$ cat src/pkg/eep_pkg.sv
/*
 * Shared constants and carrier types of the serial EEPROM slave.
 * Assumes a single 200 MHz system clock; bus pins arrive asynchronously.
 */
package eep_pkg;

   localparam int EEP_WORD_W = 8;
   localparam int EEP_PAGE_BYTES = 16;
   localparam int EEP_PAGE_LSB_W = 4;
   localparam int EEP_SEL_W = 3;
   localparam int EEP_RW_BIT = 0;
   localparam int EEP_SEL_LSB = 1;
   localparam int EEP_CLASS_LSB = 4;
   localparam logic [2:0] EEP_BIT_LAST = 3'h7;
   localparam logic [7:0] EEP_ERASED = 8'hff;

   // Write cycle time and system clock period
   localparam longint EEP_T_WR_NS = 5000000;
   localparam longint EEP_CLK_NS = 5;
   localparam int EEP_WR_CYCLES = int'((EEP_T_WR_NS + EEP_CLK_NS - 1) / EEP_CLK_NS);

   typedef struct packed {
      logic scl;
      logic sda;
      logic wp;
      logic [EEP_SEL_W-1:0] sel;
   } eep_pins_t;

   typedef enum logic [3:0] {
      EEP_IDLE,
      EEP_DEV,
      EEP_DEV_ACK,
      EEP_WORD,
      EEP_WORD_ACK,
      EEP_DATA,
      EEP_DATA_ACK,
      EEP_RD_DATA,
      EEP_RD_ACK,
      EEP_WAIT_STOP
   } eep_phase_t;

endpackage : eep_pkg
$ cat src/design/eep_array.sv
/*
 * Byte array of the EEPROM, held in flip-flops, with a page commit port.
 * Assumes commit pulses only while the slave holds off all bus traffic.
 */
`timescale 1ns/10ps
module eep_array import eep_pkg::*; #(
   parameter int ADDR_W = 8
) (
   input wire logic clock,
   input wire logic reset,
   input wire logic commit,
   input wire logic [ADDR_W-EEP_PAGE_LSB_W-1:0] page_base,
   input wire logic [EEP_PAGE_BYTES-1:0][EEP_WORD_W-1:0] page_data,
   input wire logic [EEP_PAGE_BYTES-1:0] page_valid,
   input wire logic [ADDR_W-1:0] rd_addr,
   output logic [EEP_WORD_W-1:0] rd_data
);

   typedef struct packed {
      logic [(2**ADDR_W)-1:0][EEP_WORD_W-1:0] mem;
   } eep_array_t;

   eep_array_t s;
   eep_array_t next_s;

   always_comb begin
      next_s = s;
      if (commit) begin
         // Only bytes actually received are committed
         for (int i = 0; i < EEP_PAGE_BYTES; i++) begin
            if (page_valid[i]) begin
               next_s.mem[{page_base, EEP_PAGE_LSB_W'(i)}] = page_data[i];
            end
         end
      end
   end

   always_ff @(posedge clock or posedge reset) begin
      if (reset) begin
         s <= {(2**ADDR_W){EEP_ERASED}};
      end else begin
         s <= next_s;
      end
   end

   assign rd_data = s.mem[rd_addr];

endmodule : eep_array

$ cat src/design/eep_slave.sv
/*
 * Two-wire bus slave of a small serial EEPROM: byte and page write,
 * write cycle with ack polling, write protect, current, random and
 * sequential read.
 * Assumes scl, sda_in, write_protect and select pins are asynchronous
 * and much slower than clock; sda is open drain, wired outside.
 */
// Behaviour
// - Matching write address is acked, next byte loads the word pointer.
// - Byte write acks word address and then the data byte.
// - Internal write cycle starts at the stop ending a write.
// - During the write cycle all bus inputs are ignored.
// - Every complete received data byte is acked in a page write.
// - Pointer advances by one after each received data byte.
// - Beyond sixteen bytes the pointer wraps and overwrites earlier bytes.
// - Fewer than sixteen bytes commit only those bytes, at their addresses.
// - Polled address is not acked while busy, acked once done.
// - Write protect high: addresses acked, data not, no write cycle.
// - Write protect low: every location is writable.
// - Pointer holds last accessed address plus one.
// - Matching read address is acked, then eight bits from the pointer.
// - Master nack then stop ends a read; device releases and idles.
// - Each master ack during a read brings the next byte.
// - Read pointer walks the whole array and wraps to zero.
// - Upper four address bits match class, next three select or block.
// - On master nack the device stops sending and waits for stop.
// - All bytes travel most significant bit first.
`timescale 1ns/10ps
module eep_slave import eep_pkg::*; #(
   parameter int BLOCK_BITS = 0,
   parameter logic [3:0] DEV_CLASS = 4'h5, // Arbitrary value
   parameter int WRITE_CYCLES = EEP_WR_CYCLES
) (
   input wire logic clock,
   input wire logic reset,
   input wire logic scl,
   input wire logic sda_in,
   output logic sda_out,
   output logic sda_oe_n,
   input wire logic write_protect,
   input wire logic addr_select_bit0,
   input wire logic addr_select_bit1,
   input wire logic addr_select_bit2,
   output logic write_busy
);

   localparam int ADDR_W = EEP_WORD_W + BLOCK_BITS;
   localparam int CNT_W = $clog2(WRITE_CYCLES + 1);
   localparam int PAGE_W = ADDR_W - EEP_PAGE_LSB_W;

   typedef struct packed {
      eep_pins_t sync1;
      eep_pins_t sync2;
      logic scl_prev;
      logic sda_prev;
      eep_phase_t phase;
      logic slot;
      logic ack;
      logic [2:0] bit_cnt;
      logic [EEP_WORD_W-1:0] shift;
      logic write_dir;
      logic [ADDR_W-1:0] ptr;
      logic [EEP_PAGE_BYTES-1:0][EEP_WORD_W-1:0] page_data;
      logic [EEP_PAGE_BYTES-1:0] page_valid;
      logic commit;
      logic [PAGE_W-1:0] commit_page;
      logic [CNT_W-1:0] busy_cnt;
      logic busy;
      logic sda_out;
      logic sda_oe_n;
   } eep_state_t;

   eep_state_t s;
   eep_state_t next_s;
   logic scl_rise;
   logic scl_fall;
   logic start_cond;
   logic stop_cond;
   logic [EEP_WORD_W-1:0] rx_byte;
   logic [EEP_WORD_W-1:0] rd_data;
   logic load_rd;

   function automatic logic addr_match(input logic [EEP_WORD_W-1:0] b,
                                       input logic [EEP_SEL_W-1:0] sel);
      logic ok;
      ok = (b[EEP_WORD_W-1:EEP_CLASS_LSB] == DEV_CLASS);
      // Low select positions double as block bits on larger arrays
      for (int k = BLOCK_BITS; k < EEP_SEL_W; k++) begin
         if (b[EEP_SEL_LSB + k] != sel[k]) begin
            ok = 1'b0;
         end
      end
      return ok;
   endfunction : addr_match

   // Edges are found on the second sync stage only
   assign scl_rise = s.sync2.scl & ~s.scl_prev;
   assign scl_fall = ~s.sync2.scl & s.scl_prev;
   assign start_cond = s.sync2.scl & s.scl_prev & s.sda_prev & ~s.sync2.sda;
   assign stop_cond = s.sync2.scl & s.scl_prev & ~s.sda_prev & s.sync2.sda;
   assign rx_byte = {s.shift[EEP_WORD_W-2:0], s.sync2.sda};

   always_comb begin
      next_s = s;
      load_rd = 1'b0;
      next_s.sync1 = '{scl: scl, sda: sda_in, wp: write_protect,
                       sel: {addr_select_bit2, addr_select_bit1, addr_select_bit0}};
      next_s.sync2 = s.sync1;
      next_s.scl_prev = s.sync2.scl;
      next_s.sda_prev = s.sync2.sda;
      next_s.commit = 1'b0;
      next_s.sda_out = 1'b0;
      // After a commit the buffer is emptied only once the array has taken it
      if (s.commit) begin
         next_s.page_valid = '0;
      end

      if (s.busy) begin
         // Bus is deaf while programming, so polls see no ack
         next_s.phase = EEP_IDLE;
         next_s.sda_oe_n = 1'b1;
         next_s.slot = 1'b0;
         if (s.busy_cnt == '0) begin
            next_s.busy = 1'b0;
         end else begin
            next_s.busy_cnt = s.busy_cnt - 1'b1;
         end
      end else if (start_cond) begin
         // Repeated start is handled the same way
         next_s.phase = EEP_DEV;
         next_s.bit_cnt = '0;
         // Bytes left from a write cut by a repeated start never commit
         next_s.page_valid = '0;
         next_s.slot = 1'b0;
         next_s.sda_oe_n = 1'b1;
      end else if (stop_cond) begin
         next_s.phase = EEP_IDLE;
         next_s.sda_oe_n = 1'b1;
         next_s.slot = 1'b0;
         if (s.write_dir && (|s.page_valid) && !s.sync2.wp) begin
            next_s.commit = 1'b1;
            next_s.commit_page = s.ptr[ADDR_W-1:EEP_PAGE_LSB_W];
            next_s.busy = 1'b1;
            next_s.busy_cnt = CNT_W'(WRITE_CYCLES - 1);
         end else begin
            next_s.page_valid = '0;
         end
         next_s.write_dir = 1'b0;
      end else begin
         unique case (s.phase)
            EEP_IDLE, EEP_WAIT_STOP: begin
               next_s.sda_oe_n = 1'b1;
            end
            EEP_DEV: begin
               if (scl_rise) begin
                  next_s.shift = rx_byte;
                  next_s.bit_cnt = s.bit_cnt + 1'b1;
                  if (s.bit_cnt == EEP_BIT_LAST) begin
                     if (addr_match(rx_byte, s.sync2.sel)) begin
                        next_s.phase = EEP_DEV_ACK;
                        next_s.ack = 1'b1;
                        next_s.write_dir = ~rx_byte[EEP_RW_BIT];
                        if (!rx_byte[EEP_RW_BIT]) begin
                           for (int k = 0; k < BLOCK_BITS; k++) begin
                              next_s.ptr[EEP_WORD_W + k] = rx_byte[EEP_SEL_LSB + k];
                           end
                        end
                     end else begin
                        next_s.phase = EEP_IDLE;
                     end
                  end
               end
            end
            EEP_DEV_ACK, EEP_WORD_ACK, EEP_DATA_ACK: begin
               if (scl_fall && !s.slot) begin
                  next_s.slot = 1'b1;
                  next_s.sda_oe_n = ~s.ack;
               end else if (scl_fall) begin
                  next_s.slot = 1'b0;
                  next_s.sda_oe_n = 1'b1;
                  next_s.bit_cnt = '0;
                  if (s.phase == EEP_DEV_ACK && !s.write_dir) begin
                     load_rd = 1'b1;
                  end else if (s.phase == EEP_DEV_ACK) begin
                     next_s.phase = EEP_WORD;
                  end else if (s.ack) begin
                     next_s.phase = EEP_DATA;
                  end else begin
                     next_s.phase = EEP_WAIT_STOP;
                  end
               end
            end
            EEP_WORD: begin
               if (scl_rise) begin
                  next_s.shift = rx_byte;
                  next_s.bit_cnt = s.bit_cnt + 1'b1;
                  if (s.bit_cnt == EEP_BIT_LAST) begin
                     next_s.ptr[EEP_WORD_W-1:0] = rx_byte;
                     next_s.page_valid = '0;
                     next_s.ack = 1'b1;
                     next_s.phase = EEP_WORD_ACK;
                  end
               end
            end
            EEP_DATA: begin
               if (scl_rise) begin
                  next_s.shift = rx_byte;
                  next_s.bit_cnt = s.bit_cnt + 1'b1;
                  if (s.bit_cnt == EEP_BIT_LAST) begin
                     next_s.phase = EEP_DATA_ACK;
                     if (s.sync2.wp) begin
                        next_s.ack = 1'b0;
                     end else begin
                        // Later bytes overwrite earlier ones in the buffer
                        next_s.page_data[s.ptr[EEP_PAGE_LSB_W-1:0]] = rx_byte;
                        next_s.page_valid[s.ptr[EEP_PAGE_LSB_W-1:0]] = 1'b1;
                        next_s.ptr[EEP_PAGE_LSB_W-1:0] =
                           s.ptr[EEP_PAGE_LSB_W-1:0] + 1'b1;
                        next_s.ack = 1'b1;
                     end
                  end
               end
            end
            EEP_RD_DATA: begin
               if (scl_rise) begin
                  next_s.bit_cnt = s.bit_cnt + 1'b1;
                  if (s.bit_cnt == EEP_BIT_LAST) begin
                     next_s.phase = EEP_RD_ACK;
                     next_s.slot = 1'b0;
                  end
               end else if (scl_fall) begin
                  next_s.shift = {s.shift[EEP_WORD_W-2:0], 1'b0};
                  next_s.sda_oe_n = s.shift[EEP_WORD_W-2];
               end
            end
            EEP_RD_ACK: begin
               if (scl_fall && !s.slot) begin
                  next_s.slot = 1'b1;
                  next_s.sda_oe_n = 1'b1;
               end else if (scl_rise && s.slot) begin
                  next_s.ack = ~s.sync2.sda;
                  if (s.sync2.sda) begin
                     next_s.phase = EEP_WAIT_STOP;
                  end
               end else if (scl_fall && s.ack) begin
                  next_s.slot = 1'b0;
                  load_rd = 1'b1;
               end
            end
            default: begin
               next_s.phase = EEP_IDLE;
               next_s.sda_oe_n = 1'b1;
            end
         endcase

         // Byte leaves on the fall; pointer walks the full array
         if (load_rd) begin
            next_s.shift = rd_data;
            next_s.sda_oe_n = rd_data[EEP_WORD_W-1];
            next_s.ptr = s.ptr + 1'b1;
            next_s.bit_cnt = '0;
            next_s.phase = EEP_RD_DATA;
         end
      end
   end

   always_ff @(posedge clock or posedge reset) begin
      if (reset) begin
         s <= '0;
         // Idle bus is high; avoids a false start at release
         s.sync1.scl <= 1'b1;
         s.sync1.sda <= 1'b1;
         s.sync2.scl <= 1'b1;
         s.sync2.sda <= 1'b1;
         s.scl_prev <= 1'b1;
         s.sda_prev <= 1'b1;
         s.phase <= EEP_IDLE;
         s.sda_oe_n <= 1'b1;
      end else begin
         s <= next_s;
      end
   end

   eep_array #(
      .ADDR_W(ADDR_W)
   ) u_array (
      .clock(clock),
      .reset(reset),
      .commit(s.commit),
      .page_base(s.commit_page),
      .page_data(s.page_data),
      .page_valid(s.page_valid),
      .rd_addr(s.ptr),
      .rd_data(rd_data)
   );

   assign sda_out = s.sda_out;
   assign sda_oe_n = s.sda_oe_n;
   assign write_busy = s.busy;

endmodule : eep_slave

$ cat config.mk
export PLATFORM = sky130hd
export DESIGN_NAME = eep_slave
export DESIGN_NICKNAME = d
export VERILOG_FILES = /design/src/pkg/eep_pkg.sv /design/src/design/eep_array.sv /design/src/design/eep_slave.sv
export SDC_FILE = /design/constraint.sdc
export NUM_CORES = 2
export LEC_CHECK = 0
export BUFFER_PORTS_ARGS = -buffer_cell sky130_fd_sc_hd__buf_4
export CAP_MARGIN = 40
export CORE_ASPECT_RATIO = 1.5
export CORE_MARGIN = 2
export CORE_UTILIZATION = 35
export CTS_CLUSTER_DIAMETER = 40
export DETAILED_ROUTE_END_ITERATION = 7
export GPL_TIMING_DRIVEN = 1
export PLACE_DENSITY = 0.61
export SLEW_MARGIN = 20
export SYNTH_ARGS = -nofsm -noshare
export SYNTH_HDL_FRONTEND = slang
export SYNTH_HIERARCHICAL = 1
export SYNTH_SLANG_ARGS = --single-unit
$ cat constraint.sdc
create_clock -name clock -period 54.5 [get_ports clock]
set_input_delay 2.725 -clock clock [delete_from_list [all_inputs] [get_ports clock]]
set_output_delay 2.725 -clock clock [all_outputs]
set_load 0.005 [all_outputs]
==> results.txt <==
----------------------------------------------------
[CTS]
  Clock slew at reported path FFs ... approximately 0.070 ns
  Number of cells upsized or downsized after cts ... 0
  Count of H-tree levels built during CTS ... 4
  Count of hold-fix buffers inserted at cts ... 0
  CTS tree ... yes
  Number of buffers between clock root and the deepest sink ... 4
  Root cell of the clock tree ... sky130_fd_sc_hd__clkbuf_16
  Number of sinks handled by clock tree synthesis ... 2258
  TritonCTS Buffers ... about 240
  Post-CTS setup buffer count ... 0
  Clock insertion delay at the later pin of the skew report ... between 0.9 and 1 ns

[Critical path]
  Worst flop-to-flop path endpoint ... sda_oe_n
  Req. time, crit path ... ~56 ns
  Crit. End Element ... asynchronous set/reset pin
  Slowest Stage Delay on Critical Path ... around 0.70 ns
  Slowest library cell on the worst path ... sky130_fd_sc_hd__buf_4
  Most used cell, CP ... sky130_fd_sc_hd__buf_4
  Worst Path Buf+Inv ... 13
  Origin of the critical flop-to-flop path ... s[173]
  Crit path max fanout ... between 70 and 80
  Crit-path cells ... buf_4 -> inv_8 -> buf_4 -> buf_4 -> buf_4 -> buf_16 -> buf_4 -> buf_4 -> buf_12 -> buf_4 -> buf_16 -> buf_4 -> buf_12
  Arrival time of the worst setup path ... 7.82 ns
  Kind of start point of the critical path ... input pin
  Worst R2R Setup Slack ... roughly 48 ns
  Worst Reg2Reg Path Length in Cells ... 12
  Kind of critical path ... in2async
  Dominant delay contributor by cell family on the critical path ... buffers and inverters

[Min path]
  Terminating pin of the worst hold path ... s[202]
  Hold Crit Start ... next_s[202]
  Worst min-delay path category ... reg2reg
  Depth of the worst hold-timing path ... 0

[Die]
  Floorplan die area ... just over 300000 sq um
  Die width ... ~450 um
  # rows ... approximately 250
  Starting density of the core ... between 30% and 40%
  Die outline height ... roughly 670 um
  Number of top-level pins ... 11
  Floorplan core area ... approximately 300000 sq um

[Layout]
  Final-stage net count ... 6951
  Commonest non-fill, non-tap cell in the layout ... sky130_fd_sc_hd__mux2_2
  Layout area overhead ... 14.6%
  Cell Count, Final, Fillers Out ... approximately 11000
  Filler instances ... 26900
  Share of cells above drive strength 1 ... ~80%
  Commonest non-fill, non-tap cells in the layout ... sky130_fd_sc_hd__mux2_2, sky130_fd_sc_hd__dfstp_2, sky130_fd_sc_hd__mux4_2

[STA]
  Unrepaired setup endpoints after global routing ... false
  Relative slew slack ... about an eighth
  Least setup slack across all paths after layout ... roughly 48 ns
  Post-route worst hold slack ... approximately 0.35 ns
  Number of pins exceeding their max-slew limit in the final report ... 0
  Final critical-path share of the clock period ... about 12%
  Pin slew with the least headroom to its limit ... 1.31 ns
  Clock skew ... roughly 0.054 ns
  Final setup TNS ... 0 ns
  Peak clock frequency supported by timing ... 147 MHz
  Clock period minus final worst setup slack ... between 6 and 7 ns
  Hold violation total from the final report ... 0
  Number of setup violations in the final report ... 0

[Place]
  Routability congestion estimate ... between 1 and 1.5
  DP Cell Count ... 10600
  Port-buffer cells ... 9
  Worst slack after detailed placement ... 45.72 ns
  DP HPWL ... 258000 um

[Synth]
  Post-synth top flop ... sky130_fd_sc_hd__dfstp_2
  Synthesized area ... around 100000 sq um
  Post-synth cell types ... 86
  Number of storage elements in the synthesis netlist ... 2258
  Proportion of synthesized chip area in sequential cells ... 56.5%
  Top area cells in the synthesized netlist ... sky130_fd_sc_hd__dfstp_2, sky130_fd_sc_hd__mux2_2, sky130_fd_sc_hd__mux4_2
  Cell type with the largest total area after synthesis ... sky130_fd_sc_hd__dfstp_2
  Syn Inst Count ... 6675
  Yosys warning total ... 6
  Share of flip-flops with an asynchronous set or reset ... 100%
  Count of flip-flops with a built-in enable after synthesis ... 0
  Post-Synthesis Net Count ... ~6700
  Mean post-synth cell area ... approximately 16 sq um
  Area share of the leading cell type in the synthesized netlist ... 51.7%

[Power]
  Static Leakage ... 46.0 nW
  Worst ir drop on vdd ... roughly 0.028 mV
  Power density over the cells ... between 20 and 30 nW/um^2
  Overall Power ... 0.00345 W

[Drt]
  Drt wl/cell ... 34.2 um
  Remaining DRCs ... 0
  First-pass DRT Iterations ... 8
  Via density per instance ... roughly 5.8
  Number of DRC violations after detailed-routing iteration 0 ... approximately 5000
  Final wirelength ... 379000 um
  Vias after detailed routing ... 64000
  Routed Antenna Nets ... 0

[Global route]
  Aggregate global-route resource usage ... between 20% and 30%
  Global route overflow ... 0
  Via count of the first global-routing pass ... ~68000
  Antenna violations before repair ... 19
  First-pass GRT wire length ... between 500000 and 600000 um
  Maximum number of pins on one net before global-route repair ... roughly 200

[Status]
  Status ... completed

[Flow run]
  Max-cap violations ... 0

----------------------------------------------------
-- cells by family (layout without fill, tap and decap cells) --
family	count (synthesis)	in the layout	synth area share, %
compound gates	574	574	3.93
xor+xnor	14	14	0.117
fa+ha+maj	7	7	0.0838
buf+inv	436	884	2.13
flops	2258	2258	56.5
mux	2795	2795	34.4
other cells	1	22	0.00359
simple gates	590	590	2.78
-- registers in the layout (all words and copies together), names as in the netlist --
name and cells:
s 193, rx_byte 7, next_s 8, u_array/s 2048, sda_oe_n 1, write_busy 1
-- layer usage --
| metal | vias up | track usage, % | wire (um) |
|---|---|---|---|
| met5 | - | 0 | 18 |
| met4 | 2 | 21.6 | 39300 |
| met3 | 904 | 3.82 | 20200 |
| met2 | 2382 | 40.3 | 182000 |
| met1 | 35100 | 27.9 | 137000 |
| li1 | 25600 | - | - |
-- stage by stage --
step           util [%]  area, sq um
5_1_grt            40.3       120000
6_report           40.3       120000
3_3_place_gp       36.7       109000
3_5_place_dp       37.4       111000
4_1_cts            40.1       119000
2_1_floorplan         -       104000
-- final cells by class --
cell class                      instances  area, sq um  share of cell area, %
Sequential cell                      2258        59100                   49.4
Multi-Input combinational cell       3981        43300                   36.1
Clock buffer                          315         6590                   5.50
Tap cell                             3952         4940                   4.13
Timing Repair Buffer                  438         4400                   3.67
Clock inverter                        109         1330                   1.11
Inverter                               22         97.6                 0.0815
Antenna cell                           21         52.6                 0.0439
-- synthesized netlist by cell type (9+ instances only) --
| library cell | count |
|---|---|
| sky130_fd_sc_hd__nand2b_1 | 9 |
| sky130_fd_sc_hd__o21a_1 | 10 |
| sky130_fd_sc_hd__nand3_1 | 30 |
| sky130_fd_sc_hd__o21ai_0 | 38 |
| sky130_fd_sc_hd__a22o_1 | 44 |
| sky130_fd_sc_hd__nor2_2 | 45 |
| sky130_fd_sc_hd__buf_8 | 12 |
| sky130_fd_sc_hd__buf_1 | 15 |
| sky130_fd_sc_hd__o21ai_1 | 9 |
| sky130_fd_sc_hd__a22oi_1 | 125 |
| sky130_fd_sc_hd__mux4_2 | 420 |
| sky130_fd_sc_hd__buf_6 | 27 |
| sky130_fd_sc_hd__xor2_1 | 13 |
| sky130_fd_sc_hd__clkbuf_1 | 270 |
| sky130_fd_sc_hd__o22ai_1 | 47 |
| sky130_fd_sc_hd__o221ai_1 | 44 |
| sky130_fd_sc_hd__and3_1 | 12 |
| sky130_fd_sc_hd__nor4_1 | 12 |
| sky130_fd_sc_hd__nand2_1 | 101 |
| sky130_fd_sc_hd__nand4_1 | 10 |
| sky130_fd_sc_hd__a221oi_1 | 27 |
| sky130_fd_sc_hd__o211ai_1 | 18 |
| sky130_fd_sc_hd__o31ai_1 | 11 |
| sky130_fd_sc_hd__mux2i_1 | 194 |
| sky130_fd_sc_hd__nor2b_1 | 19 |
| sky130_fd_sc_hd__a21oi_1 | 113 |
| sky130_fd_sc_hd__mux2_2 | 2181 |
| sky130_fd_sc_hd__dfstp_2 | 2055 |
| sky130_fd_sc_hd__dfrtp_1 | 203 |
| sky130_fd_sc_hd__inv_1 | 18 |
| sky130_fd_sc_hd__a21o_1 | 14 |
| sky130_fd_sc_hd__buf_4 | 27 |
| sky130_fd_sc_hd__nand3b_1 | 9 |
| sky130_fd_sc_hd__or4_1 | 9 |
| sky130_fd_sc_hd__nor2_1 | 255 |
| sky130_fd_sc_hd__nor3_1 | 28 |
| sky130_fd_sc_hd__a211oi_1 | 9 |
| sky130_fd_sc_hd__buf_2 | 58 |
-- report_power, final --
| group | total, W | switching, W | internal, W |
|---|---|---|---|
| clock | 0.00167 | 0.000718 | 0.000951 |
| combinational | 0.0000808 | 0.0000656 | 0.0000151 |
| sequential | 0.00170 | 0.0000109 | 0.00169 |
| total | 0.00345 | 0.000794 | 0.00266 |
-- worst max path at each step --
stage	from	to	slack [ns]	cells past startpoint
finish	reset	u_array/s[204]	47.71	13
global route	reset	u_array/s[210]	47.15	13
CTS	reset	u_array/s[204]	46.67	11
detailed placement	reset	u_array/s[204]	45.72	11
global placement	reset	u_array/s[1354]	45.27	9
floorplan	reset	u_array/s[0]	13.43	1
Note: power is estimated with default switching activity, not from simulation.
